## config.mk

```make
export PLATFORM = sky130hd
export DESIGN_NAME = urxbs_top
export DESIGN_NICKNAME = d
export VERILOG_FILES = /design/src/logic/urxbs_pkg.sv /design/src/logic/urxbs_mem.sv /design/src/logic/urxbs_top.sv
export SDC_FILE = /design/constraint.sdc
export NUM_CORES = 1
export LEC_CHECK = 0
export BUFFER_PORTS_ARGS = -buffer_cell sky130_fd_sc_hd__buf_2
export CAP_MARGIN = 20
export CELL_PAD_IN_SITES_DETAIL_PLACEMENT = 0
export CELL_PAD_IN_SITES_GLOBAL_PLACEMENT = 2
export CORE_MARGIN = 8
export CORE_UTILIZATION = 25
export DETAILED_ROUTE_END_ITERATION = 8
export GPL_TIMING_DRIVEN = 0
export PLACE_DENSITY = 0.61
export SETUP_SLACK_MARGIN = 0.2
export SYNTH_ARGS = -nofsm -noshare
export SYNTH_HDL_FRONTEND = slang
export SYNTH_SLANG_ARGS = --single-unit
```

## constraint.sdc

```tcl
create_clock -name clock_i -period 2.01 [get_ports clock_i]
set_clock_uncertainty 0.15 [all_clocks]
set_input_delay 0.201 -clock clock_i [delete_from_list [all_inputs] [get_ports clock_i]]
set_output_delay 0.201 -clock clock_i [all_outputs]
set_load 0.01 [all_outputs]
```

## src/logic/urxbs_pkg.sv

```systemverilog
`default_nettype none
package urxbs_pkg;

  // receive buffer geometry
  localparam int URXBS_DEPTH = 2;
  localparam int URXBS_ENTRY_W = 12;

  // field positions inside one buffer entry
  localparam int URXBS_DATA_LSB = 0;
  localparam int URXBS_DATA_W = 9;
  localparam int URXBS_NINTH_POS = 8;
  localparam int URXBS_UPE_POS = 9;
  localparam int URXBS_DOR_POS = 10;
  localparam int URXBS_FE_POS = 11;

  // character size codes
  localparam logic [2:0] URXBS_SIZE_5 = 3'h0;
  localparam logic [2:0] URXBS_SIZE_6 = 3'h1;
  localparam logic [2:0] URXBS_SIZE_7 = 3'h2;
  localparam logic [2:0] URXBS_SIZE_8 = 3'h3;
  localparam logic [2:0] URXBS_SIZE_9 = 3'h7;

  // data masks per character size
  localparam logic [8:0] URXBS_MASK_5 = 9'h01F;
  localparam logic [8:0] URXBS_MASK_6 = 9'h03F;
  localparam logic [8:0] URXBS_MASK_7 = 9'h07F;
  localparam logic [8:0] URXBS_MASK_8 = 9'h0FF;
  localparam logic [8:0] URXBS_MASK_9 = 9'h1FF;

  // reset values
  localparam logic [URXBS_ENTRY_W-1:0] URXBS_ENTRY_RST = 12'h000;

  typedef enum logic [0:0] {
    URXBS_IDLE = 1'b0,
    URXBS_RECV = 1'b1
  } urxbs_rx_e;

endpackage
`default_nettype wire

```

## src/logic/urxbs_mem.sv

```systemverilog
`timescale 1ns/100ps
`default_nettype none
module urxbs_mem
  import urxbs_pkg::*;
#(
  parameter int WIDTH = URXBS_ENTRY_W,
  parameter int DEPTH = URXBS_DEPTH,
  parameter int AW = $clog2(DEPTH)
) (
  // clock and reset
  input wire logic clock_i,
  input wire logic rst_i,
  // write port
  input wire logic wr_en_i,
  input wire logic [AW-1:0] wr_addr_i,
  input wire logic [WIDTH-1:0] wr_data_i,
  // read port, registered
  input wire logic [AW-1:0] rd_addr_i,
  output logic [WIDTH-1:0] rd_data_o
);

  logic [WIDTH-1:0] mem_r [DEPTH];

  always_ff @(posedge clock_i) begin
    if (wr_en_i) begin
      mem_r[wr_addr_i] <= wr_data_i;
    end
  end

  // bypass so a frame written into the head slot is readable right away
  always_ff @(posedge clock_i or posedge rst_i) begin
    if (rst_i) begin
      rd_data_o <= WIDTH'(URXBS_ENTRY_RST);
    end else if (wr_en_i && (wr_addr_i == rd_addr_i)) begin
      rd_data_o <= wr_data_i;
    end else begin
      rd_data_o <= mem_r[rd_addr_i];
    end
  end

endmodule
`default_nettype wire

```

## src/logic/urxbs_top.sv

```systemverilog
`timescale 1ns/100ps
`default_nettype none
module urxbs_top
  import urxbs_pkg::*;
#(
  parameter int DEPTH = URXBS_DEPTH
) (
  // clock and reset
  input wire logic clock_i,
  input wire logic rst_i,
  // control bits
  input wire logic rx_enable_bit_i,
  input wire logic rx_complete_irq_enable_i,
  input wire logic global_irq_enable_i,
  input wire logic parity_mode_high_bit_i,
  input wire logic parity_mode_low_bit_i,
  input wire logic [2:0] char_size_i,
  // from the data recovery unit
  input wire logic start_detect_i,
  input wire logic frame_done_i,
  input wire logic [8:0] frame_data_i,
  input wire logic frame_parity_i,
  input wire logic frame_stop_i,
  // processor side
  input wire logic data_read_i,
  // status and data
  output logic rx_complete_flag_o,
  output logic frame_error_flag_o,
  output logic overrun_flag_o,
  output logic parity_error_flag_o,
  output logic [7:0] serial_data_o,
  output logic rx_ninth_bit_o,
  // interrupt and pin control
  output logic rx_irq_o,
  output logic rx_pin_override_o
);

  // pointers wrap naturally, so DEPTH must be a power of two
  localparam int AW = $clog2(DEPTH);
  localparam int CW = $clog2(DEPTH + 1);

  typedef struct packed {
    urxbs_rx_e rx_state;
    logic [AW-1:0] wptr;
    logic [AW-1:0] rptr;
    logic [CW-1:0] count;
    logic hold_valid;
    logic [URXBS_ENTRY_W-1:0] hold_entry;
    logic lost;
    logic flag;
    logic irq;
    logic override;
  } urxbs_state_s;

  urxbs_state_s st_r;
  urxbs_state_s st_nxt;

  logic pop;
  logic space;
  logic frame_in;
  logic overrun_now;
  logic wr_en;
  logic [URXBS_ENTRY_W-1:0] wr_entry;
  logic [URXBS_ENTRY_W-1:0] new_entry;
  logic [URXBS_ENTRY_W-1:0] head_entry;
  logic irq_gate;

  function automatic logic [8:0] urxbs_mask(input logic [8:0] d, input logic [2:0] sz);
    logic [8:0] m;
    m = URXBS_MASK_8;
    case (sz)
      URXBS_SIZE_5: m = URXBS_MASK_5;
      URXBS_SIZE_6: m = URXBS_MASK_6;
      URXBS_SIZE_7: m = URXBS_MASK_7;
      URXBS_SIZE_8: m = URXBS_MASK_8;
      URXBS_SIZE_9: m = URXBS_MASK_9;
      default: m = URXBS_MASK_8;
    endcase
    return d & m;
  endfunction

  // entry for a frame finishing now; overrun bit is filled in on transfer
  function automatic logic [URXBS_ENTRY_W-1:0] urxbs_build(
    input logic [8:0] d, input logic [2:0] sz, input logic pb, input logic stop,
    input logic pm_hi, input logic pm_lo);
    logic [URXBS_ENTRY_W-1:0] e;
    logic [8:0] md;
    e = URXBS_ENTRY_RST;
    md = urxbs_mask(d, sz);
    e[URXBS_DATA_LSB +: URXBS_DATA_W] = md;
    e[URXBS_FE_POS] = ~stop;
    e[URXBS_UPE_POS] = pm_hi & ((^md) ^ pb ^ pm_lo);
    return e;
  endfunction

  assign irq_gate = rx_complete_irq_enable_i && global_irq_enable_i;

  always_comb begin
    st_nxt = st_r;
    pop = 1'b0;
    space = 1'b0;
    frame_in = 1'b0;
    overrun_now = 1'b0;
    wr_en = 1'b0;
    wr_entry = st_r.hold_entry;
    new_entry = urxbs_build(frame_data_i, char_size_i, frame_parity_i, frame_stop_i,
                            parity_mode_high_bit_i, parity_mode_low_bit_i);
    if (!rx_enable_bit_i) begin
      // immediate stop: ongoing frame, waiting character and buffer all dropped
      st_nxt.rx_state = URXBS_IDLE;
      st_nxt.wptr = '0;
      st_nxt.rptr = '0;
      st_nxt.count = '0;
      st_nxt.hold_valid = 1'b0;
      st_nxt.lost = 1'b0;
    end else begin
      pop = data_read_i && (st_r.count != '0);
      space = (st_r.count < CW'(DEPTH)) || pop;
      case (st_r.rx_state)
        URXBS_IDLE: begin
          if (start_detect_i) begin
            st_nxt.rx_state = URXBS_RECV;
            overrun_now = (st_r.count == CW'(DEPTH)) && st_r.hold_valid;
          end
        end
        URXBS_RECV: begin
          if (frame_done_i) begin
            st_nxt.rx_state = URXBS_IDLE;
            frame_in = 1'b1;
          end
        end
        default: begin
          st_nxt.rx_state = URXBS_IDLE;
        end
      endcase
      if (st_r.hold_valid && space) begin
        // waiting character moves first, a finishing frame takes its place
        wr_en = 1'b1;
        wr_entry = st_r.hold_entry;
        wr_entry[URXBS_DOR_POS] = st_r.lost;
        st_nxt.lost = 1'b0;
        st_nxt.hold_valid = frame_in;
        if (frame_in) begin
          st_nxt.hold_entry = new_entry;
        end
      end else if (frame_in) begin
        if (space) begin
          wr_en = 1'b1;
          wr_entry = new_entry;
          wr_entry[URXBS_DOR_POS] = st_r.lost;
          st_nxt.lost = 1'b0;
        end else begin
          // shifter content is overwritten; the lost mark survives
          st_nxt.hold_valid = 1'b1;
          st_nxt.hold_entry = new_entry;
        end
      end
      if (overrun_now) begin
        st_nxt.lost = 1'b1;
      end
      if (wr_en) begin
        st_nxt.wptr = st_r.wptr + AW'(1);
      end
      if (pop) begin
        st_nxt.rptr = st_r.rptr + AW'(1);
      end
      st_nxt.count = st_r.count + CW'(wr_en) - CW'(pop);
    end
    st_nxt.flag = (st_nxt.count != '0);
    // only the completion flag reaches the interrupt line
    st_nxt.irq = st_nxt.flag && irq_gate;
    st_nxt.override = rx_enable_bit_i;
  end

  always_ff @(posedge clock_i or posedge rst_i) begin
    if (rst_i) begin
      st_r <= '0;
    end else begin
      st_r <= st_nxt;
    end
  end

  // read address follows the next head so outputs show the readable entry
  urxbs_mem #(
    .WIDTH(URXBS_ENTRY_W),
    .DEPTH(DEPTH),
    .AW(AW)
  ) u_mem (
    .clock_i(clock_i),
    .rst_i(rst_i),
    .wr_en_i(wr_en),
    .wr_addr_i(st_r.wptr),
    .wr_data_i(wr_entry),
    .rd_addr_i(st_nxt.rptr),
    .rd_data_o(head_entry)
  );

  // flags come from the buffer alone, so software writes cannot reach them
  assign frame_error_flag_o = head_entry[URXBS_FE_POS];
  assign overrun_flag_o = head_entry[URXBS_DOR_POS];
  assign parity_error_flag_o = head_entry[URXBS_UPE_POS];
  assign serial_data_o = head_entry[URXBS_DATA_LSB +: 8];
  assign rx_ninth_bit_o = head_entry[URXBS_NINTH_POS];
  assign rx_complete_flag_o = st_r.flag;
  assign rx_irq_o = st_r.irq;
  assign rx_pin_override_o = st_r.override;
endmodule
`default_nettype wire

```

==> results.md, run 1 <==
- Core ar.: 9730 um2
- Failing checks: setup timing
- Sequential-to-total area share from yosys stat: 0.620
- Max-Cap Viols: 0
- Crit-path slowest cell: dfrtp_2
- Final min period: 2.23 ns
- Reg power frac: 0.407
- Post-DP Area: 2890 um2
- Gr usage total: 0.0859
- Vias per cell: 4.03
- Required time worst endpoint: 2.09 ns
- Cells along the critical path: o21ai_2 -> inv_1 -> ha_4 -> inv_2 -> ha_4 -> xor2_2 -> and2_4 -> nor3_2 -> or2_1 -> and3_1
- Area growth syn-to-layout: 39.3%
- Die area: 13400 um2
- ANT nets after route: 0
- Final std cells w/o fill: roughly 410
- CTS buffer count: 9
- Pre-Repair DR Iteration Count: 4
- Worst Path Arrival: 2.30 ns
- Setup WS pre-CTS: -0.355 ns
- CTS root buf: clkbuf_8
- Slew Viols, Final: 0
- Layout Nets: 295
- # rows: 36
- Antenna violations before repair: 0
- Design Power: 3740 uW
- Hold Path Depth: 3
- Initial drt markers: between 50 and 60
- Final Routed Wirelength: 5.45 mm
- PortBufs: 37
- Critical path capture point type: flop
- Vias: 1641
- Netlist cell types: 35
- Clk buf depth: 2
- Largest net degree at the start of global routing: 18
- Worst setup path category: flop to flop
- Htree depth: 3
- Status: finished with violations
- X dimension of the die: 116 um
- Most common cell after layout, fill and taps aside: buf_2
- Gate Count Post-Synth: 196
- Internal Pwr Total: 2720 uW
- Syn_area_per_cell: roughly 13 um2
- Pwr dens: 1070 nW/um2
- Synth Register Bits: 57
- Grt total ovfl: 0
- RSZ-0062 raised after global routing: true
- TritonCTS clock tree: done
- Switching power: 1010 uW
- Worst slew pin tran: 0.750 ns
- Avg WL per Cell: 13.4 um
- Layout cells sized above 1: 0.380
- Post-Synthesis Cell Area: 2500 um2
- Synth Warn #: 0
- Design area: 3480 um2
- Leakage: 0.00150 uW
- Post-DP HPWL: 3.72 mm
- VDD IR max: 382 uV
- Final Cycle Share: 1.11
- Worst R2R Path Depth: 10
- Combinational power share: 0.254
- Switching share of total power: 0.271
- Max Clk Rate: 449 MHz
- Global-route wire length before repair: 8.55 mm
- Die height: 116 um
- Io pins: 39
- Initial Util: 0.257
- Final worst slack: -0.217 ns
- Clock sinks: 57
- Hold Vio Cnt, Final: 0
- Slew margin rel.: 0.500
- Clock slew at reported path FFs: 0.07 ns
- Largest stage delay, worst path: 0.44 ns
- Net Count, Synth: 222
- Most frequent cells in the layout: buf_2, dfrtp_1, nand2_1
- Clock Latency Late Sink: 0.34 ns
- Most used cell, CP: ha_4
- CP max FO: 5
- Clock share of power: 0.339
- Crit path launch type: flop
- Gp weighted congestion: 0.676
- Vias in the first global route: approximately 1.7k
- Placed insts: 367
- Hold crit path type: primary input to flop
- DRC viols: 0
- Number of diodes: 0
- Final setup violation count: 12
-- layer usage --
layer / GRT usage / vias up / part of all wire
met5: 0 / - / 0
met4: 0.0622 / 0 / 0.027
met3: 0.0193 / 11 / 0.035
met2: 0.125 / 25 / 0.45
met1: 0.110 / 774 / 0.49
li1: - / 831 / -
-- final timing paths --
kind | start | endpoint | slack [ns]
max | st_r[18] | rx_irq_o | -0.22
min | start_detect_i | st_r[21] | 0.02
max reg2reg | st_r[18] | rx_irq_o | -0.22
min reg2reg | st_r[13] | st_r[13] | 0.33
max in group asynchronous | rst_i | st_r[18] | 0.78
min in group asynchronous | rst_i | st_r[17] | 0.39
-- power by group through the flow --
stage	clock [uW]	sequential (uW)	combinational [uW]
final	1270	1520	948
after global routing	1360	1540	1060
after CTS	1300	1510	844
after detailed placement	0	1530	760
after global placement	0	1530	748
after floorplan	0	1570	467
-- kinds of logic after synthesis --
kind of cell | share of synthesized area
fa+ha+maj | 0.0100
flops | 0.620
xor+xnor | 0.0451
buf+inv | 0.0241
mux | 0.133
compound gates | 0.0622
simple gates | 0.106
-- worst max-delay path, delay by kind of cell, from the launching register on --
kind | cells | cell delay [ns]
AND/OR/NAND/NOR | 4 | 0.61
buffers and inverters | 2 | 0.13
XOR/XNOR | 1 | 0.15
flip-flops | 1 | 0.44
AO/OA/AOI/OAI | 1 | 0.22
adder cells (fa/ha/maj) | 2 | 0.42
-- per-stage QoR --
stage,hold WS [ns],TNS [ns],utilization
6_report,0.0190,-0.818,0.357
5_1_grt,0.0367,-2.66,0.357
4_1_cts,-0.0476,-1.25,0.341
3_5_place_dp,0.226,-2.83,0.297
3_3_place_gp,0.272,-3.10,0.294
2_1_floorplan,0.0824,-0.217,-
-- synthesized netlist by cell type --
cell      number  area share
mux2i_1        4       0.016
dfrtp_1       33        0.33
a31oi_1        1      0.0025
o211ai_1       1      0.0030
mux2_2        10       0.045
nor3b_2        1      0.0050
o21ai_0        4      0.0080
buf_2          3      0.0060
nor3_1         3      0.0060
o21ai_1       11       0.022
xor3_1         1      0.0095
nand2_1       32       0.048
and2_1         4       0.010
a21oi_1        2      0.0040
nand3_1        1      0.0020
inv_1          8       0.012
and3_1         4       0.010
or2_1          1      0.0025
edfxtp_1      24        0.29
xnor3_1        2       0.018
nand2b_1       1      0.0025
nor2_1         8       0.012
a31o_1         1      0.0035
nor4_1         1      0.0025
xnor2_1        3       0.011
nand4_1        1      0.0025
nor2b_1        1      0.0025
mux2_1        16       0.072
o21a_1         3      0.0090
ha_1           2       0.010
o221ai_1       2      0.0070
clkbuf_1       3      0.0045
xor2_1         2      0.0070
a21o_1         1      0.0030
inv_2          1      0.0015
-- repair_timing --
action                                  CTS  global route
cloned                                    0             1
hold endpoints to repair                 25             1
hold buffers                             10             1
buffers inserted                          7             5
resized for setup                         9            27
endpoints found under the setup margin   61            73
pin swaps                                 5             8
-- state kept, by name, indices dropped and copies added (netlist names) --
register            flops
rx_complete_flag_o      1
rx_irq_o                1
rx_pin_override_o       1
st_r                   18
u_mem.mem_r            24
u_mem.rd_data_o        12
-- cell type report --
class | instances | area (um2)
Buffer | 6 | 53.8
Clock buffer | 9 | 124
Clock inverter | 7 | 109
Fill cell | 996 | 6250
Inverter | 9 | 33.8
Multi-Input combinational cell | 124 | 1010
Sequential cell | 57 | 1550
Tap cell | 133 | 166
Timing Repair Buffer | 62 | 433
Note: power is estimated with default switching activity, not from simulation.
==> run 2: changes to the inputs <==
Settings changed: CTS_CLUSTER_DIAMETER set to 40, PLACE_DENSITY 0.61 to 0.6, SYNTH_HIERARCHICAL set to 1.
==> results.md, run 2 <==
- Post-synthesis compound-gate area fraction: 0.118
- Hold_buf cts: 11
- Layout Nets: 300
- CP Buf/Inv Count: 1
- Vias per cell: 4.33
- Crit-path slowest cell: or4b_4
- Largest Register: u_mem/mem_r
- Synth Register Bits: 57
- Busiest grt layer: met2
- Initial Util: 0.257
- Most frequent cells in the layout: buf_2, dfrtp_1, edfxtp_1
- Clock sinks: 57
- Ys async rst share: 0.579
- GR met3 Demand/Resource: 0.0264
- Max reg flops: 24
- Die area: 13500 um2
- Switching power: 1030 uW
- X dimension of the die: 116 um
- Syn_area_per_cell: 13.0 um2
- Internal Pwr Total: 2800 uW
- CTS root buf: clkbuf_8
- Clk buf depth: 2
- Critical path capture point type: flop
- Yosys top cell area share: 0.328
- Avg WL per Cell: 14.8 um
- Die height: around 120 um
- Clock share of power: 0.335
- Final Routed Wirelength: slightly above 6 mm
- Delay-heaviest family, CP: simple AND/OR/NAND/NOR gates
- Area leader, netlist: dfrtp_1
- Worst setup path category: flop to flop
- Slew margin rel.: 0.416
- Initial drt markers: 37
- Most common cell after layout, fill and taps aside: buf_2
- # rows: 36
- Slew Viols, Final: 0
- Number of diodes: 0
- Design area: ~3700 um2
- Reg power frac: 0.392
- Gp weighted congestion: 0.673
- ANT nets after route: 0
- Leakage: 0.00169 uW
- Main combinational cell family by area after synthesis: simple AND/OR/NAND/NOR gates
- CTS buffer count: 9
- Post-DP Area: 2960 um2
- Worst slew pin tran: 0.875 ns
- Layout cells sized above 1: 0.437
- Status: finished with violations
- Grt total ovfl: 0
- Final setup violation count: 8
- Global-route wire length before repair: a little over 9 mm
- Final worst slack: -0.0575 ns
- CP max FO: 9
- Synth Flop Type: dfrtp_1
- Sequential-to-total area share from yosys stat: 0.615
- Net Count, Synth: 219
- Netlist cell types: 37
- Largest regs: u_mem/mem_r: 24 flops, st_r: 18 flops, u_mem/rd_data_o: 12 flops
- Htree depth: 3
- Cells along the critical path: nor2b_4 -> or4b_4 -> buf_8 -> mux2_2 -> a211o_1
- Switching share of total power: 0.270
- PortBufs: 37
- Pwr dens: 1030 nW/um2
- Placed insts: approximately 360
- Vias in the first global route: roughly 1.8k
- Post-Synthesis Cell Area: 2510 um2
- Clock slew at reported path FFs: 0.06 ns
- Number of synthesized flops with an enable pin: 24
- Failing checks: hold timing, setup timing
- Combinational power share: 0.273
- Worst Path Arrival: 2.12 ns
- Crit path launch type: flop
- DRC viols: 0
- Largest stage delay, worst path: 0.49 ns
- Fill cells: 979
- Adder-Cell Fraction of Synth Area: 0.00995
- RSZ-0062 raised after global routing: true
- Final std cells w/o fill: between 400 and 500
- TritonCTS clock tree: done
- Required time worst endpoint: 2.07 ns
- Clock Latency Late Sink: roughly 0.34 ns
- Antenna violations before repair: 0
- Synth Warn #: 6
- XOR/XNOR Fraction of Synth Area: 0.0537
- Final Cycle Share: 1.03
- Vias: around 1.8k
- Met1 Use GR: 0.120
- Synth area leaders: dfrtp_1, edfxtp_1, mux2_2, a211o_1, nor3b_1
- Largest net degree at the start of global routing: 22
- Core ar.: 9770 um2
- Final min period: roughly 2.1 ns
- Design Power: 3830 uW
- Commonest cells post-synth: dfrtp_1, edfxtp_1, nand2_1
- Worst Hold Margin: -0.121 ns
- Post-DP HPWL: 3.85 mm
- Max-Cap Viols: 0
- Area growth syn-to-layout: 48.5%
- Top-count cell post-synth: dfrtp_1
- Io pins: 39
- Pre-Repair DR Iteration Count: 4
- Hold Vio Cnt, Final: 1
- Gr usage total: 0.0927
- Global Route met2 Usage: 0.132
- Post-synthesis mux area share: 0.0488
- VDD IR max: 375 uV
- Hold crit path type: primary input to flop
- Setup WS pre-CTS: -0.323 ns
- Max Clk Rate: 484 MHz
- Post-Synth Simple-Gate Area: 0.123
- Gate Count Post-Synth: approximately 190
run 2: cell count changes in the layout (fill, tap and decap cells not counted), sizes merged, moves of 6 or more:
| cell | delta |
|---|---|
| nor3b | +11 |
| buf | +6 |
| nand2 | -17 |
| and3 | +8 |
| clkbuf | +6 |
| mux2 | -16 |
| a211o | +11 |
run 2: worst paths after layout:
check / cells past startpoint / endpoint / slack (ns) / from
max in group asynchronous: 3 / st_r[16] / 0.70 / rst_i
hold reg to reg: 1 / st_r[4] / 0.35 / st_r[4]
setup reg to reg: 5 / u_mem/rd_data_o[1] / -0.06 / st_r[18]
min in group asynchronous: 3 / u_mem/rd_data_o[9] / 0.29 / rst_i
setup / recovery: 5 / u_mem/rd_data_o[1] / -0.06 / st_r[18]
hold / removal: 1 / rx_pin_override_o / -0.12 / rx_enable_bit_i
run 2: metal layers:
metal  routed length, um  vias up
li1                    -      879
met1                2910      870
met2                2810       28
met3                 258        8
met4                 114        0
met5                   0        -
run 2: kinds of logic (layout without fill, tap and decap cells):
| group | after synthesis | in the layout |
|---|---|---|
| compound gates | 41 | 41 |
| flops | 57 | 57 |
| simple gates | 55 | 55 |
| xor+xnor | 9 | 9 |
| fa+ha+maj | 2 | 2 |
| mux | 11 | 11 |
| buf+inv | 18 | 104 |
run 2: per-stage QoR:
stage          utilization  setup TNS, ns
2_1_floorplan            -              0
3_3_place_gp         0.303          -6.19
3_5_place_dp         0.303          -5.65
4_1_cts              0.359         -0.255
5_1_grt              0.382         -0.866
6_report             0.382         -0.210
run 2: power groups by stage:
stage	logic, uW	clock network [uW]	registers (uW)
3_3_place_gp	856	0	1520
6_report	1050	1280	1500
4_1_cts	997	1320	1490
3_5_place_dp	856	0	1530
2_1_floorplan	534	0	1570
5_1_grt	1150	1360	1520
run 2: area by class of cell:
cell class / instances / area [um2] / area share
Multi-Input combinational cell: 118 / 1090 / 0.293
Sequential cell: 57 / 1550 / 0.414
Buffer: 9 / 113 / 0.0302
Tap cell: 133 / 166 / 0.0446
Timing Repair Buffer: 70 / 534 / 0.143
Clock buffer: 10 / 128 / 0.0342
Inverter: 9 / 46.3 / 0.0124
Clock inverter: 6 / 108 / 0.0288
run 2: repair_timing:
item / 4_1_cts / 5_1_grt
gates resized for setup: 29 / 18
pin swaps: 4 / 4
gates cloned: 0 / 4
setup endpoints to repair: 61 / 67
buffers inserted: 10 / 8
hold endpoints to repair: 45 / 1
run 2: worst reg2reg max path, cell delays in order, from the launching register on:
cell	delay, ns
dfrtp_1	0.39
nor2b_4	0.14
or4b_4	0.49
buf_8	0.17
mux2_2	0.30
a211o_1	0.30
